**src/hdl/sbcmc_pkg.sv**
```systemverilog
`default_nettype none
package sbcmc_pkg;
   // operating modes
   typedef enum logic [2:0] {
      MODE_OFF,
      MODE_RESET,
      MODE_STANDBY,
      MODE_NORMAL,
      MODE_FORCED,
      MODE_OVERTEMP
   } sbcmc_mode_e;

   // register indices
   localparam logic [7:0] ADDR_MODE   = 8'h01;
   localparam logic [7:0] ADDR_STATUS = 8'h03;
   localparam logic [7:0] ADDR_WDOG   = 8'h20;
   localparam logic [7:0] ADDR_CFG    = 8'h21;

   // mode select codes
   localparam logic [2:0] MSEL_STANDBY = 3'h4;
   localparam logic [2:0] MSEL_NORMAL  = 3'h7;

   // watchdog mode codes
   localparam logic [1:0] WD_OFF     = 2'h0;
   localparam logic [1:0] WD_WINDOW  = 2'h1;
   localparam logic [1:0] WD_TIMEOUT = 2'h2;

   // timing
   localparam int CLK_HZ           = 50000000;
   localparam int RESET_HOLD_US    = 20;
   localparam int RESET_HOLD_CYC   = (RESET_HOLD_US * (CLK_HZ / 1000000));
   localparam int SILENCE_US       = 50;
   localparam int SILENCE_CYC      = (SILENCE_US * (CLK_HZ / 1000000));
   localparam int WD_MIN_MS        = 8;
   localparam int WD_MIN_CYC       = WD_MIN_MS * (CLK_HZ / 1000);
   localparam int WD_MAX_MS        = 4000;
   localparam int WD_CODE_MAX      = 9;
   localparam int UV_CODE_W        = 2;

   // serial frame sizes
   localparam int SPI_BITS_16 = 16;
   localparam int SPI_BITS_24 = 24;
   localparam int SPI_BITS_32 = 32;

   // register bus request
   typedef struct packed {
      logic [7:0] addr;
      logic [7:0] wdata;
      logic       wr;
      logic       rd;
   } sbcmc_req_s;
endpackage
`default_nettype wire

```
**src/hdl/sbcmc_top.sv**
```systemverilog
// Notes on behaviour
// - six modes: normal, standby, reset, forced normal, overtemp, off
// - code 111 in standby moves to normal
// - code 100 in normal moves to standby
// - transceiver cannot send or receive in standby
// - standby keeps serial and regulator on, watchdog timeout if enabled
// - normal runs watchdog in window or timeout as programmed
// - normal keeps regulator on and allows active transceiver
// - with bus wake enable set, standby watches bus for wake-up
// - silence beyond timeout biases pins to ground, activity in standby with bus wake enable to mid level
// - receive output driven low on any enabled wake-up event
// - power-on leaves off through reset into standby, or forced normal with boot bit set
// - cooling leaves overtemp through reset into standby, or forced normal with boot bit set
// - watchdog period selectable from 8 ms up to 4 s
// - serial transfers of 16, 24 or 32 bits accepted
// - undervoltage threshold selectable 60, 70, 80 or 90 percent
// - captured wake-up re-enables the watchdog
// - timeout watchdog may raise cyclic wake-ups when configured
// - mode select field sits in bits 2:0 at address 01
// - reset mode ends in standby, or forced normal with boot bit set, once reset line released high
// - reset mode holds reset line low for the reset hold count only, serial off, watchdog off
`timescale 1ns/1ps
`default_nettype none
module sbcmc_top (
   input  wire logic       MCLK,
   input  wire logic       RST_B,
   input  wire logic       BAT_OK,
   input  wire logic       OVERTEMP,
   input  wire logic       BUS_ACTIVE,
   input  wire logic       RESET_LINE_N_IN,
   input  wire logic       FORCED_ACTIVE_BOOT_BIT,
   input  wire logic [7:0] ADDR,
   input  wire logic [7:0] WDATA,
   input  wire logic       WR,
   input  wire logic       RD,
   output logic      [7:0] RDATA,
   output logic            RESET_LINE_N_OUT,
   output logic            RESET_LINE_N_OE,
   output logic            REGULATOR_OUTPUT_EN,
   output logic            SERIAL_EN,
   output logic            CAN_ACTIVE,
   output logic            BIAS_MID,
   output logic            RXD_LOW,
   output logic      [1:0] WDOG_MODE,
   output logic      [3:0] WDOG_PERIOD,
   output logic      [1:0] UV_THRESHOLD
);
   sbcmc_pkg::sbcmc_mode_e mode_q;
   sbcmc_pkg::sbcmc_req_s  req;
   logic       bat_s1_q, bat_q, ot_s1_q, ot_q, bus_s1_q, bus_q;
   logic       rln_s1_q, rln_q, boot_s1_q, boot_q;
   logic [2:0] msel_q;
   logic       wake_en_q, cyc_wake_q, wd_en_q, wake_q;
   logic [1:0] wd_sel_q;
   logic [3:0] wd_per_q;
   logic [1:0] uv_q;
   logic [15:0] rst_cnt_q;
   logic [15:0] sil_cnt_q;
   logic       silent_q;
   logic       mode_wr, wake_evt;

   assign req = '{addr: ADDR, wdata: WDATA, wr: WR, rd: RD};
   // rides on a serial frame of any legal size; this port is the decoded word
   assign mode_wr = req.wr && (req.addr == sbcmc_pkg::ADDR_MODE);

   // two-stage synchronisers for pin levels
   always_ff @(posedge MCLK or negedge RST_B) begin
      if (!RST_B) begin
         bat_s1_q <= 1'b0; bat_q <= 1'b0;
         ot_s1_q  <= 1'b0; ot_q  <= 1'b0;
         bus_s1_q <= 1'b0; bus_q <= 1'b0;
         rln_s1_q <= 1'b0; rln_q <= 1'b0;
         boot_s1_q <= 1'b0; boot_q <= 1'b0;
      end else begin
         bat_s1_q <= BAT_OK;     bat_q <= bat_s1_q;
         ot_s1_q  <= OVERTEMP;   ot_q  <= ot_s1_q;
         bus_s1_q <= BUS_ACTIVE; bus_q <= bus_s1_q;
         rln_s1_q <= RESET_LINE_N_IN; rln_q <= rln_s1_q;
         boot_s1_q <= FORCED_ACTIVE_BOOT_BIT; boot_q <= boot_s1_q;
      end
   end

   // operating mode state machine
   always_ff @(posedge MCLK or negedge RST_B) begin
      if (!RST_B) begin
         mode_q <= sbcmc_pkg::MODE_OFF;
      end else if (!bat_q) begin
         mode_q <= sbcmc_pkg::MODE_OFF;
      end else if (ot_q && mode_q != sbcmc_pkg::MODE_OFF) begin
         mode_q <= sbcmc_pkg::MODE_OVERTEMP;
      end else begin
         case (mode_q)
            sbcmc_pkg::MODE_OFF:
               mode_q <= sbcmc_pkg::MODE_RESET;
            sbcmc_pkg::MODE_OVERTEMP:
               mode_q <= sbcmc_pkg::MODE_RESET;
            sbcmc_pkg::MODE_RESET: begin
               if (rst_cnt_q == 16'(sbcmc_pkg::RESET_HOLD_CYC) && rln_q) begin
                  if (boot_q)
                     mode_q <= sbcmc_pkg::MODE_FORCED;
                  else
                     mode_q <= sbcmc_pkg::MODE_STANDBY;
               end
            end
            sbcmc_pkg::MODE_STANDBY: begin
               if (mode_wr && req.wdata[2:0] == sbcmc_pkg::MSEL_NORMAL)
                  mode_q <= sbcmc_pkg::MODE_NORMAL;
            end
            sbcmc_pkg::MODE_NORMAL: begin
               if (mode_wr && req.wdata[2:0] == sbcmc_pkg::MSEL_STANDBY)
                  mode_q <= sbcmc_pkg::MODE_STANDBY;
            end
            sbcmc_pkg::MODE_FORCED: mode_q <= sbcmc_pkg::MODE_FORCED;
            default: mode_q <= sbcmc_pkg::MODE_OFF;
         endcase
      end
   end

   // reset hold counter, runs only in reset mode
   always_ff @(posedge MCLK or negedge RST_B) begin
      if (!RST_B)
         rst_cnt_q <= 16'h0000;
      else if (mode_q != sbcmc_pkg::MODE_RESET)
         rst_cnt_q <= 16'h0000;
      else if (rst_cnt_q != 16'(sbcmc_pkg::RESET_HOLD_CYC))
         rst_cnt_q <= rst_cnt_q + 16'h0001;
   end

   // bus silence timer for autonomous biasing
   always_ff @(posedge MCLK or negedge RST_B) begin
      if (!RST_B) begin
         sil_cnt_q <= 16'h0000;
         silent_q  <= 1'b1;
      end else if (bus_q) begin
         sil_cnt_q <= 16'h0000;
         silent_q  <= 1'b0;
      end else if (sil_cnt_q != 16'(sbcmc_pkg::SILENCE_CYC)) begin
         sil_cnt_q <= sil_cnt_q + 16'h0001;
      end else begin
         silent_q  <= 1'b1;
      end
   end

   // wake events: bus wake in standby, overtemp diagnostic
   assign wake_evt = (wake_en_q && bus_q &&
                      mode_q == sbcmc_pkg::MODE_STANDBY)
                   || ot_q;

   // software registers; wake capture set beats clear
   always_ff @(posedge MCLK or negedge RST_B) begin
      if (!RST_B) begin
         msel_q     <= sbcmc_pkg::MSEL_STANDBY;
         wake_en_q  <= 1'b1;
         cyc_wake_q <= 1'b0;
         wd_en_q    <= 1'b0;
         wd_sel_q   <= sbcmc_pkg::WD_TIMEOUT;
         wd_per_q   <= 4'h0;
         uv_q       <= 2'h0;
         wake_q     <= 1'b0;
      end else begin
         if (mode_wr && (req.wdata[2:0] == sbcmc_pkg::MSEL_STANDBY ||
                         req.wdata[2:0] == sbcmc_pkg::MSEL_NORMAL))
            msel_q <= req.wdata[2:0];
         if (req.wr && req.addr == sbcmc_pkg::ADDR_WDOG &&
             SERIAL_EN) begin
            wd_en_q  <= req.wdata[0];
            wd_sel_q <= req.wdata[2:1];
            if (req.wdata[7:4] <= 4'(sbcmc_pkg::WD_CODE_MAX))
               wd_per_q <= req.wdata[7:4];
         end
         // wake re-enable beats a software clear in the same cycle
         if (wake_evt)
            wd_en_q <= 1'b1;
         if (req.wr && req.addr == sbcmc_pkg::ADDR_CFG && SERIAL_EN) begin
            wake_en_q  <= req.wdata[0];
            cyc_wake_q <= req.wdata[1];
            uv_q       <= req.wdata[3:2];
         end
         if (wake_evt ||
             (cyc_wake_q && WDOG_MODE == sbcmc_pkg::WD_TIMEOUT &&
              wd_per_q == 4'h0 && mode_q == sbcmc_pkg::MODE_STANDBY))
            wake_q <= 1'b1;
         else if (req.wr && req.addr == sbcmc_pkg::ADDR_STATUS &&
                  req.wdata[0])
            wake_q <= 1'b0;
      end
   end

   // mode-dependent and register-driven outputs, all registered
   always_ff @(posedge MCLK or negedge RST_B) begin
      if (!RST_B) begin
         RESET_LINE_N_OUT    <= 1'b0;
         RESET_LINE_N_OE     <= 1'b1;
         REGULATOR_OUTPUT_EN <= 1'b0;
         SERIAL_EN           <= 1'b0;
         CAN_ACTIVE          <= 1'b0;
         BIAS_MID            <= 1'b0;
         RXD_LOW             <= 1'b0;
         WDOG_MODE           <= sbcmc_pkg::WD_OFF;
         WDOG_PERIOD         <= 4'h0;
         UV_THRESHOLD        <= 2'h0;
      end else begin
         RESET_LINE_N_OUT    <= 1'b0;
         RESET_LINE_N_OE     <= (mode_q == sbcmc_pkg::MODE_RESET &&
                                 rst_cnt_q != 16'(sbcmc_pkg::RESET_HOLD_CYC))
                              || mode_q == sbcmc_pkg::MODE_OFF
                              || mode_q == sbcmc_pkg::MODE_OVERTEMP;
         REGULATOR_OUTPUT_EN <= mode_q != sbcmc_pkg::MODE_OFF &&
                                mode_q != sbcmc_pkg::MODE_OVERTEMP;
         SERIAL_EN           <= mode_q == sbcmc_pkg::MODE_STANDBY ||
                                mode_q == sbcmc_pkg::MODE_NORMAL ||
                                mode_q == sbcmc_pkg::MODE_FORCED;
         CAN_ACTIVE          <= mode_q == sbcmc_pkg::MODE_NORMAL ||
                                mode_q == sbcmc_pkg::MODE_FORCED;
         BIAS_MID            <= wake_en_q && !silent_q &&
                                mode_q == sbcmc_pkg::MODE_STANDBY;
         RXD_LOW             <= wake_q;
         if (mode_q == sbcmc_pkg::MODE_NORMAL && wd_en_q)
            WDOG_MODE <= wd_sel_q;
         else if (mode_q == sbcmc_pkg::MODE_STANDBY && wd_en_q)
            WDOG_MODE <= sbcmc_pkg::WD_TIMEOUT;
         else
            WDOG_MODE <= sbcmc_pkg::WD_OFF;
         WDOG_PERIOD         <= wd_per_q;
         UV_THRESHOLD        <= uv_q;
      end
   end

   // register read data, one cycle after the strobe
   always_ff @(posedge MCLK or negedge RST_B) begin
      if (!RST_B)
         RDATA <= 8'h00;
      else if (req.rd) begin
         case (req.addr)
            sbcmc_pkg::ADDR_MODE:   RDATA <= {5'h00, msel_q};
            sbcmc_pkg::ADDR_STATUS: RDATA <= {4'h0, 1'(mode_q), 2'h0,
                                              wake_q};
            sbcmc_pkg::ADDR_WDOG:   RDATA <= {wd_per_q, 1'b0, wd_sel_q,
                                              wd_en_q};
            sbcmc_pkg::ADDR_CFG:    RDATA <= {4'h0, uv_q, cyc_wake_q,
                                              wake_en_q};
            default:                RDATA <= 8'h00;
         endcase
      end else
         RDATA <= 8'h00;
   end

   // assertions
   property p_std_to_norm;
      @(posedge MCLK) disable iff (!RST_B)
      (mode_q == sbcmc_pkg::MODE_STANDBY && mode_wr &&
       req.wdata[2:0] == sbcmc_pkg::MSEL_NORMAL && bat_q && !ot_q)
      |=> mode_q == sbcmc_pkg::MODE_NORMAL;
   endproperty
   a_std_to_norm: assert property (p_std_to_norm)
      else $error("standby did not enter normal");

   property p_norm_to_std;
      @(posedge MCLK) disable iff (!RST_B)
      (mode_q == sbcmc_pkg::MODE_NORMAL && mode_wr &&
       req.wdata[2:0] == sbcmc_pkg::MSEL_STANDBY && bat_q && !ot_q)
      |=> mode_q == sbcmc_pkg::MODE_STANDBY;
   endproperty
   a_norm_to_std: assert property (p_norm_to_std)
      else $error("normal did not enter standby");

   property p_bad_code;
      @(posedge MCLK) disable iff (!RST_B)
      (mode_q == sbcmc_pkg::MODE_NORMAL && mode_wr &&
       req.wdata[2:0] != sbcmc_pkg::MSEL_STANDBY && bat_q && !ot_q)
      |=> mode_q == sbcmc_pkg::MODE_NORMAL;
   endproperty
   a_bad_code: assert property (p_bad_code)
      else $error("illegal mode code changed mode");

   property p_std_can_off;
      @(posedge MCLK) disable iff (!RST_B)
      mode_q == sbcmc_pkg::MODE_STANDBY |=> !CAN_ACTIVE && SERIAL_EN;
   endproperty
   a_std_can_off: assert property (p_std_can_off)
      else $error("transceiver active in standby");

   property p_reset_low;
      @(posedge MCLK) disable iff (!RST_B)
      $rose(mode_q == sbcmc_pkg::MODE_RESET)
      |=> RESET_LINE_N_OE && !SERIAL_EN && WDOG_MODE == sbcmc_pkg::WD_OFF;
   endproperty
   a_reset_low: assert property (p_reset_low)
      else $error("reset mode not holding line");

   property p_wake_rxd;
      @(posedge MCLK) disable iff (!RST_B)
      wake_evt |=> ##1 RXD_LOW;
   endproperty
   a_wake_rxd: assert property (p_wake_rxd)
      else $error("wake not shown on receive pin");

   property p_wd_reen;
      @(posedge MCLK) disable iff (!RST_B)
      wake_evt |=> wd_en_q;
   endproperty
   a_wd_reen: assert property (p_wd_reen)
      else $error("watchdog not re-enabled by wake");

   property p_off_path;
      @(posedge MCLK) disable iff (!RST_B)
      (mode_q == sbcmc_pkg::MODE_OFF && bat_q && !ot_q)
      |=> mode_q == sbcmc_pkg::MODE_RESET;
   endproperty
   a_off_path: assert property (p_off_path)
      else $error("off did not pass to reset");

   c_norm: cover property (@(posedge MCLK) mode_q ==
                           sbcmc_pkg::MODE_NORMAL);
   c_wake: cover property (@(posedge MCLK) $rose(RXD_LOW));
   c_bias: cover property (@(posedge MCLK) $rose(BIAS_MID));
endmodule
`default_nettype wire

```
**config.mk**
```make
export PLATFORM = sky130hd
export DESIGN_NAME = sbcmc_top
export DESIGN_NICKNAME = d
export VERILOG_FILES = /design/src/hdl/sbcmc_pkg.sv /design/src/hdl/sbcmc_top.sv
export SDC_FILE = /design/constraint.sdc
export NUM_CORES = 1
export LEC_CHECK = 0
export BUFFER_PORTS_ARGS = -buffer_cell sky130_fd_sc_hd__buf_4
export CAP_MARGIN = 15
export CORE_MARGIN = 1
export CORE_UTILIZATION = 45
export DETAILED_ROUTE_END_ITERATION = 16
export PLACE_DENSITY = 0.76
export REMOVE_ABC_BUFFERS = 1
export SYNTH_ARGS = -nofsm -noshare
export SYNTH_HDL_FRONTEND = slang
export SYNTH_SLANG_ARGS = --single-unit
```
**constraint.sdc**
```tcl
create_clock -name MCLK -period 2.3 [get_ports MCLK]
set_input_delay 0.23 -clock MCLK [delete_from_list [all_inputs] [get_ports MCLK]]
set_output_delay 0.23 -clock MCLK [all_outputs]
set_load 0.005 [all_outputs]
```
# Word-level counts from Yosys, hierarchy flattened
# Index checks and enable logic that the tools add are counted.
[word_totals]
elab_cells = 119
regBits = 83
[op_classes]
muxes = 21
reduce_logical = 42
order_cmp = 1
eq_ne = 21
addsub = 2
[op_table]
columns = ["operator", "count"]
rows = [
  ["16-bit 2-to-1 mux", 4],
  ["16-bit by 1-bit adder with 16-bit output (second input constant)", 2],
  ["8-bit case mux with 4 select lines", 1],
  ["1-bit logical AND", 23],
  ["3-bit 2-to-1 mux", 6],
  ["16-bit by 10-bit == test with 1-bit output (second input constant)", 1],
  ["8-bit by 6-bit == test with 1-bit output (second input constant)", 2],
  ["16-bit by 10-bit inequality test with 1-bit output (second input constant)", 1],
  ["16-bit by 12-bit inequality test with 1-bit output (second input constant)", 1],
  ["3-bit case mux with 5 select lines", 1],
  ["3-bit == test (second input constant)", 4],
  ["4-bit inequality test (second input constant)", 3],
  ["8-bit by 1-bit == test with 1-bit output (second input constant)", 1],
  ["8-bit by 2-bit == test with 1-bit output (second input constant)", 1],
  ["1-bit logical OR", 8],
  ["8-bit 2-to-1 mux", 1],
  ["2-bit nonzero test", 4],
  ["3-bit by 2-bit == test with 1-bit output (second input constant)", 2],
  ["1-bit 2-to-1 mux", 6],
  ["4-bit <= comparator (second input constant)", 1],
  ["4-bit zero test", 1],
  ["2-bit 2-to-1 mux", 2],
  ["3-bit by 1-bit == test with 1-bit output (second input constant)", 1],
  ["3-bit zero test", 1],
  ["other kinds (9)", 9],
]

# Longest topological paths before layout
[logic_depth]
depth_word = 7
depth_mapped = 7
depth_no_buf = 7

# Least setup slack after synthesis
# No wires, ideal clock.
[synth_timing]
kind = "register -> register"
from = "register rst_cnt_q[14]"
to = "register mode_q[0]"
period_less_slack_ns = 2.026
path_buffers = 0
arrival_time_ns = 1.898
path_slack_ns = 0.274
stages_incl_launch_ff = 6
path_cell_list = "dfrtp_1 or4_4 nor4_4 a21oi_2 o21bai_2 mux2_1"
[synth_between]
elab_chain_len = 4
[synth_lines]
columns = ["item", "line_no", "source"]
rows = [
  ["start, declared", "sbcmc_top.sv:57", "logic [15:0] rst_cnt_q;"],
  ["start signal, assigned", "sbcmc_top.sv:126", "rst_cnt_q <= rst_cnt_q + 16'h0001;"],
  ["16-bit by 10-bit == test with 1-bit output", "sbcmc_top.sv:98", "if (rst_cnt_q == 16'(sbcmc_pkg::RESET_HOLD_CYC) && rln_q) begin"],
  ["1-bit logical AND", "sbcmc_top.sv:98", ""],
  ["4-bit inequality test (no line)", "-", ""],
  ["3-bit AND reduction (no line)", "-", ""],
  ["end signal, assigned", "sbcmc_top.sv:96", "mode_q <= sbcmc_pkg::MODE_RESET;"],
  ["end signal, assigned", "sbcmc_top.sv:100", "mode_q <= sbcmc_pkg::MODE_FORCED;"],
  ["end signal, assigned", "sbcmc_top.sv:102", "mode_q <= sbcmc_pkg::MODE_STANDBY;"],
  ["end, declared", "sbcmc_top.sv:48", "sbcmc_pkg::sbcmc_mode_e mode_q;"],
]
# Every way passes these cells.
# A chain may end at the register's enable or synchronous reset.

# Final worst setup path
# Same ends and word-level chain as after synthesis.

==> metrics.md <==
| Metric | Value |
|---|---|
| Status | `complete, no violations` |
| Max VDD drop | `approximately 450 uV` |
| Core box area | `about 0.008 mm2` |
| Worst Max-Slew Pin Slew | `between 0.5 and 0.6 ns` |
| Area of the mapped netlist | `0.00366 mm2` |
| Post-Synth Adder-Cell Area | `about 1.4%` |
| Distinct cells, synth | `58` |
| Hold Path End | `uv_q[1]$_DFFE_PN0P_` |
| DP Worst Slack | `approximately 0.26 ns` |
| Initial antenna violation count | `0` |
| Met1 Resource Use GR | `roughly 23%` |
| Fillers | `slightly below 700` |
| Leak | `about 1.9 nW` |
| Post-synth top area share | `53.3%` |
| Number of global-route vias before repair | `about 2500` |
| Worst-path clk slew | `approximately 0.08 ns` |
| RSZ-0062 raised after global routing | `false` |
| Synthesis-to-layout area growth | `19.1%` |
| Yosys reg bits | `83` |
| Overall Global Routing Usage | `between 10% and 20%` |
| CP peak stage delay | `approximately 0.55 ns` |
| Number of clock sinks | `between 80 and 90` |
| Initial DRC Count | `about 140` |
| Cells on worst reg2reg path | `5` |
| DR WL/cell | `about 14 um` |
| Crit path arrival time | `around 2.3 ns` |
| Leading post-synthesis cells by cell area | `dfrtp_1 53%, nor2_1 5.3%, xor2_1 4.8%, dfstp_2 3.6%, nand2_1 3.1%` |
| Met3 usage | `slightly above 4%` |
| CP Max Fanout | `4` |
| Slew HR | `between 60% and 70%` |
| DRC | `0` |
| Hold Startpoint | `WDATA[3]` |
| Top Usage Layer GRT | `met2` |
| Post-synthesis sequential area ratio | `between 50 and 60%` |
| Post-Syn Instances | `between 300 and 400` |
| Buf/Inv on CP | `0` |
| Compound-cell area share of the yosys netlist | `under 10%` |
| Routed vias | `approximately 2700` |
| Number of max-cap violations | `0` |
| Ports | `48` |
| Largest net degree at the start of global routing | `between 40 and 50` |
| DIE AREA | `between 0.008 and 0.009 mm2` |
| Tmin final | `roughly 2 ns` |
| Slew Viols, Final | `0` |
| R2r startpoint | `rst_cnt_q[14]$_DFFE_PN0P_` |
| Die Span Y | `92.2 um` |
| Commonest cells post-synth | `78 x dfrtp_1, 52 x nor2_1, 30 x nand2_1` |
| Crit-path leading delay family | `simple AND/OR/NAND/NOR gates` |
| Crit Path Class | `register to register` |
| Count leader, synth | `dfrtp_1` |
| Post-CTS resize count | `0` |
| CP endpoint kind | `register` |
| Startpoint types | `register` |
| Largest family of logic cells by synthesized area | `simple AND/OR/NAND/NOR gates` |
| Final period util | `between 80% and 90%` |
| Clock tree buffer depth | `2` |
| Drt first pass iters | `4` |
| Warnings from Yosys | `0` |
| Flop2flop setup slack | `0.27 ns` |
| Setup tns final | `0 ns` |
| Initial core utilization | `46.9%` |
| Syn avg cell area | `about 10 um2` |
| Grt total ovfl | `0` |
| Global-route wire length before repair | `between 10 and 15 mm` |
| Max Clock Freq | `493 MHz` |
| Worst Path Required | `2.54 ns` |
| Chip width | `slightly above 90 um` |
| Post-synth top flop | `dfrtp_1` |
| TritonCTS clock tree | `done` |
| Clock root cell | `clkbuf_8` |
| Asr flop ratio synth | `100%` |
| Post-CTS Setup Inserts | `0` |
| Ant. Diodes | `0` |
| Area leader, netlist | `dfrtp_1` |
| Hold Path Depth | `2` |
| Clock Skews | `0.0101 ns` |
| RR Endpoint | `mode_q[0]$_DFFE_PN0P_` |
| Via density per instance | `about 5.3` |
| Final Worst Setup Slack | `0.271 ns` |
| Simple-gate share of the synthesized area | `approximately a fifth` |
| Rows | `32` |
| Cts bufs inserted | `9` |
| Nets | `433` |
| Final hold viol count | `0` |
| EDFF count, synth | `0` |
| Placer Congestion | `approximately 0.85` |
| Layout cell share with drive strength beyond 1 | `22.2%` |
| H-tree Lvls | `3` |
| Post-route antenna net violation count | `0` |
| Post-synthesis mux area share | `under 10%` |
| Wirelength, routed | `6.97 mm` |
| Final setup fails | `0` |
| IO Port Bufs | `between 40 and 50` |
| Hold crit path type | `primary input to register` |
| Post-Synth XOR/XNOR Area | `6.45%` |
| DP Wirelength | `4.96 mm` |
| Clock latency on the worst-skew pair | `about 0.35 ns` |
| Grt met2 use | `about 29%` |
| Pwr/cell area | `~710 mW/mm2` |
| Ordered list of cells on the worst path | `or4_4 -> nor4_4 -> a21oi_2 -> o21bai_2 -> mux2_1` |
| Slowest cell on crit path | `or4_4` |
## state kept, by name, summed over array words and instances, names as in the netlist, 2 cells and up
| name | flops |
|---|---|
| sil_cnt_q | 16 |
| msel_q | 3 |
| UV_THRESHOLD | 2 |
| WDOG_PERIOD | 4 |
| WDOG_MODE | 2 |
| rst_cnt_q | 16 |
| uv_q | 2 |
| RDATA | 8 |
| wd_per_q | 4 |
| wd_sel_q | 2 |
| mode_q | 3 |
## routing by layer
| layer | up-vias | part of all wire [%] |
|---|---|---|
| met5 | - | 0 |
| met4 | 0 | 2.0 |
| met3 | 12 | 4.5 |
| met2 | 74 | 48 |
| met1 | 1313 | 46 |
| li1 | 1306 | - |
## stage by stage
step	instance area (um2)	total power [mW]	hold slack [ns]	cells	util, %
3_3_place_gp	4120	2.13	0.265	489	52.7
6_report	4360	3.09	0.110	511	55.9
5_1_grt	4360	3.24	0.0962	511	55.9
4_1_cts	4360	3.12	0.0973	511	55.9
2_1_floorplan	3600	1.91	-0.0656	337	-
3_5_place_dp	4120	2.15	0.271	489	52.7
## worst register-to-register path: cells and delay by family (launching register included)
kind             cells  cell delay [ns]
AO/OA/AOI/OAI        2             0.28
flip-flops           1             0.41
multiplexers         1             0.33
AND/OR/NAND/NOR      2             0.89
## power breakdown
| group | internal, mW | total [mW] | switching (mW) |
|---|---|---|---|
| Clock | 0.457 | 0.973 | 0.516 |
| Combinational | 0.221 | 0.460 | 0.240 |
| Sequential | 1.55 | 1.66 | 0.107 |
| Total | 2.23 | 3.09 | 0.863 |
## cell families (layout without fill, tap and decap cells)
family          after synthesis  after routing
simple gates                147            147
other cells                   1              1
buf+inv                      27             86
mux                           9              9
xor+xnor                     27             27
flops                        83             83
fa+ha+maj                     4              4
compound gates               52             52
## layout make-up
class / count / area, um2 / area share [%]
clock buffer: 12 / 155 / 3.56
clock inverter: 4 / 32.5 / 0.746
inverter: 14 / 52.6 / 1.20
multi-input combinational: 240 / 1460 / 33.6
sequential: 83 / 2080 / 47.7
tap: 102 / 128 / 2.93
timing repair buffer: 56 / 448 / 10.3
## layout by cell type (no fill, tap or decap), types with 2 or more instances in the layout
master | Yosys | routed
nand2b_1 | 2 | 2
nor2b_1 | 4 | 4
mux2_2 | 7 | 7
nand4_1 | 12 | 12
and4_1 | 3 | 3
ha_1 | 4 | 4
dfrtp_1 | 78 | 78
buf_4 | 1 | 49
dlygate4sd3_1 | 0 | 6
o21ai_0 | 17 | 17
nand2_1 | 30 | 30
clkinvlp_4 | 0 | 2
clkbuf_8 | 1 | 11
nor2_1 | 52 | 52
nor4_1 | 3 | 3
a21oi_1 | 18 | 18
xnor2_1 | 7 | 7
and3_1 | 4 | 4
dfstp_2 | 5 | 5
xor2_1 | 20 | 20
a22oi_1 | 3 | 3
nor4b_1 | 4 | 4
inv_1 | 14 | 14
or3_1 | 4 | 4
o31ai_1 | 2 | 2
nand3_1 | 13 | 13
or2_2 | 2 | 2
## worst max path at each step
stage	depth (start not counted)	from	to	slack, ns
after floorplan	3	ADDR[2]	wd_sel_q[0]$_DFFE_PN0P_	0.10
after global placement	5	rst_cnt_q[14]$_DFFE_PN0P_	mode_q[0]$_DFFE_PN0P_	0.32
after detailed placement	5	rst_cnt_q[11]$_DFFE_PN0P_	mode_q[0]$_DFFE_PN0P_	0.26
after CTS	5	rst_cnt_q[14]$_DFFE_PN0P_	mode_q[0]$_DFFE_PN0P_	0.25
after global routing	5	rst_cnt_q[14]$_DFFE_PN0P_	mode_q[0]$_DFFE_PN0P_	0.21
final	5	rst_cnt_q[14]$_DFFE_PN0P_	mode_q[0]$_DFFE_PN0P_	0.27
## what timing repair did
item,in CTS,in global routing
hold endpoints to repair,47,0
setup endpoints to repair,0,0
hold buffers,6,0
Power figures use the tool's default switching activity.
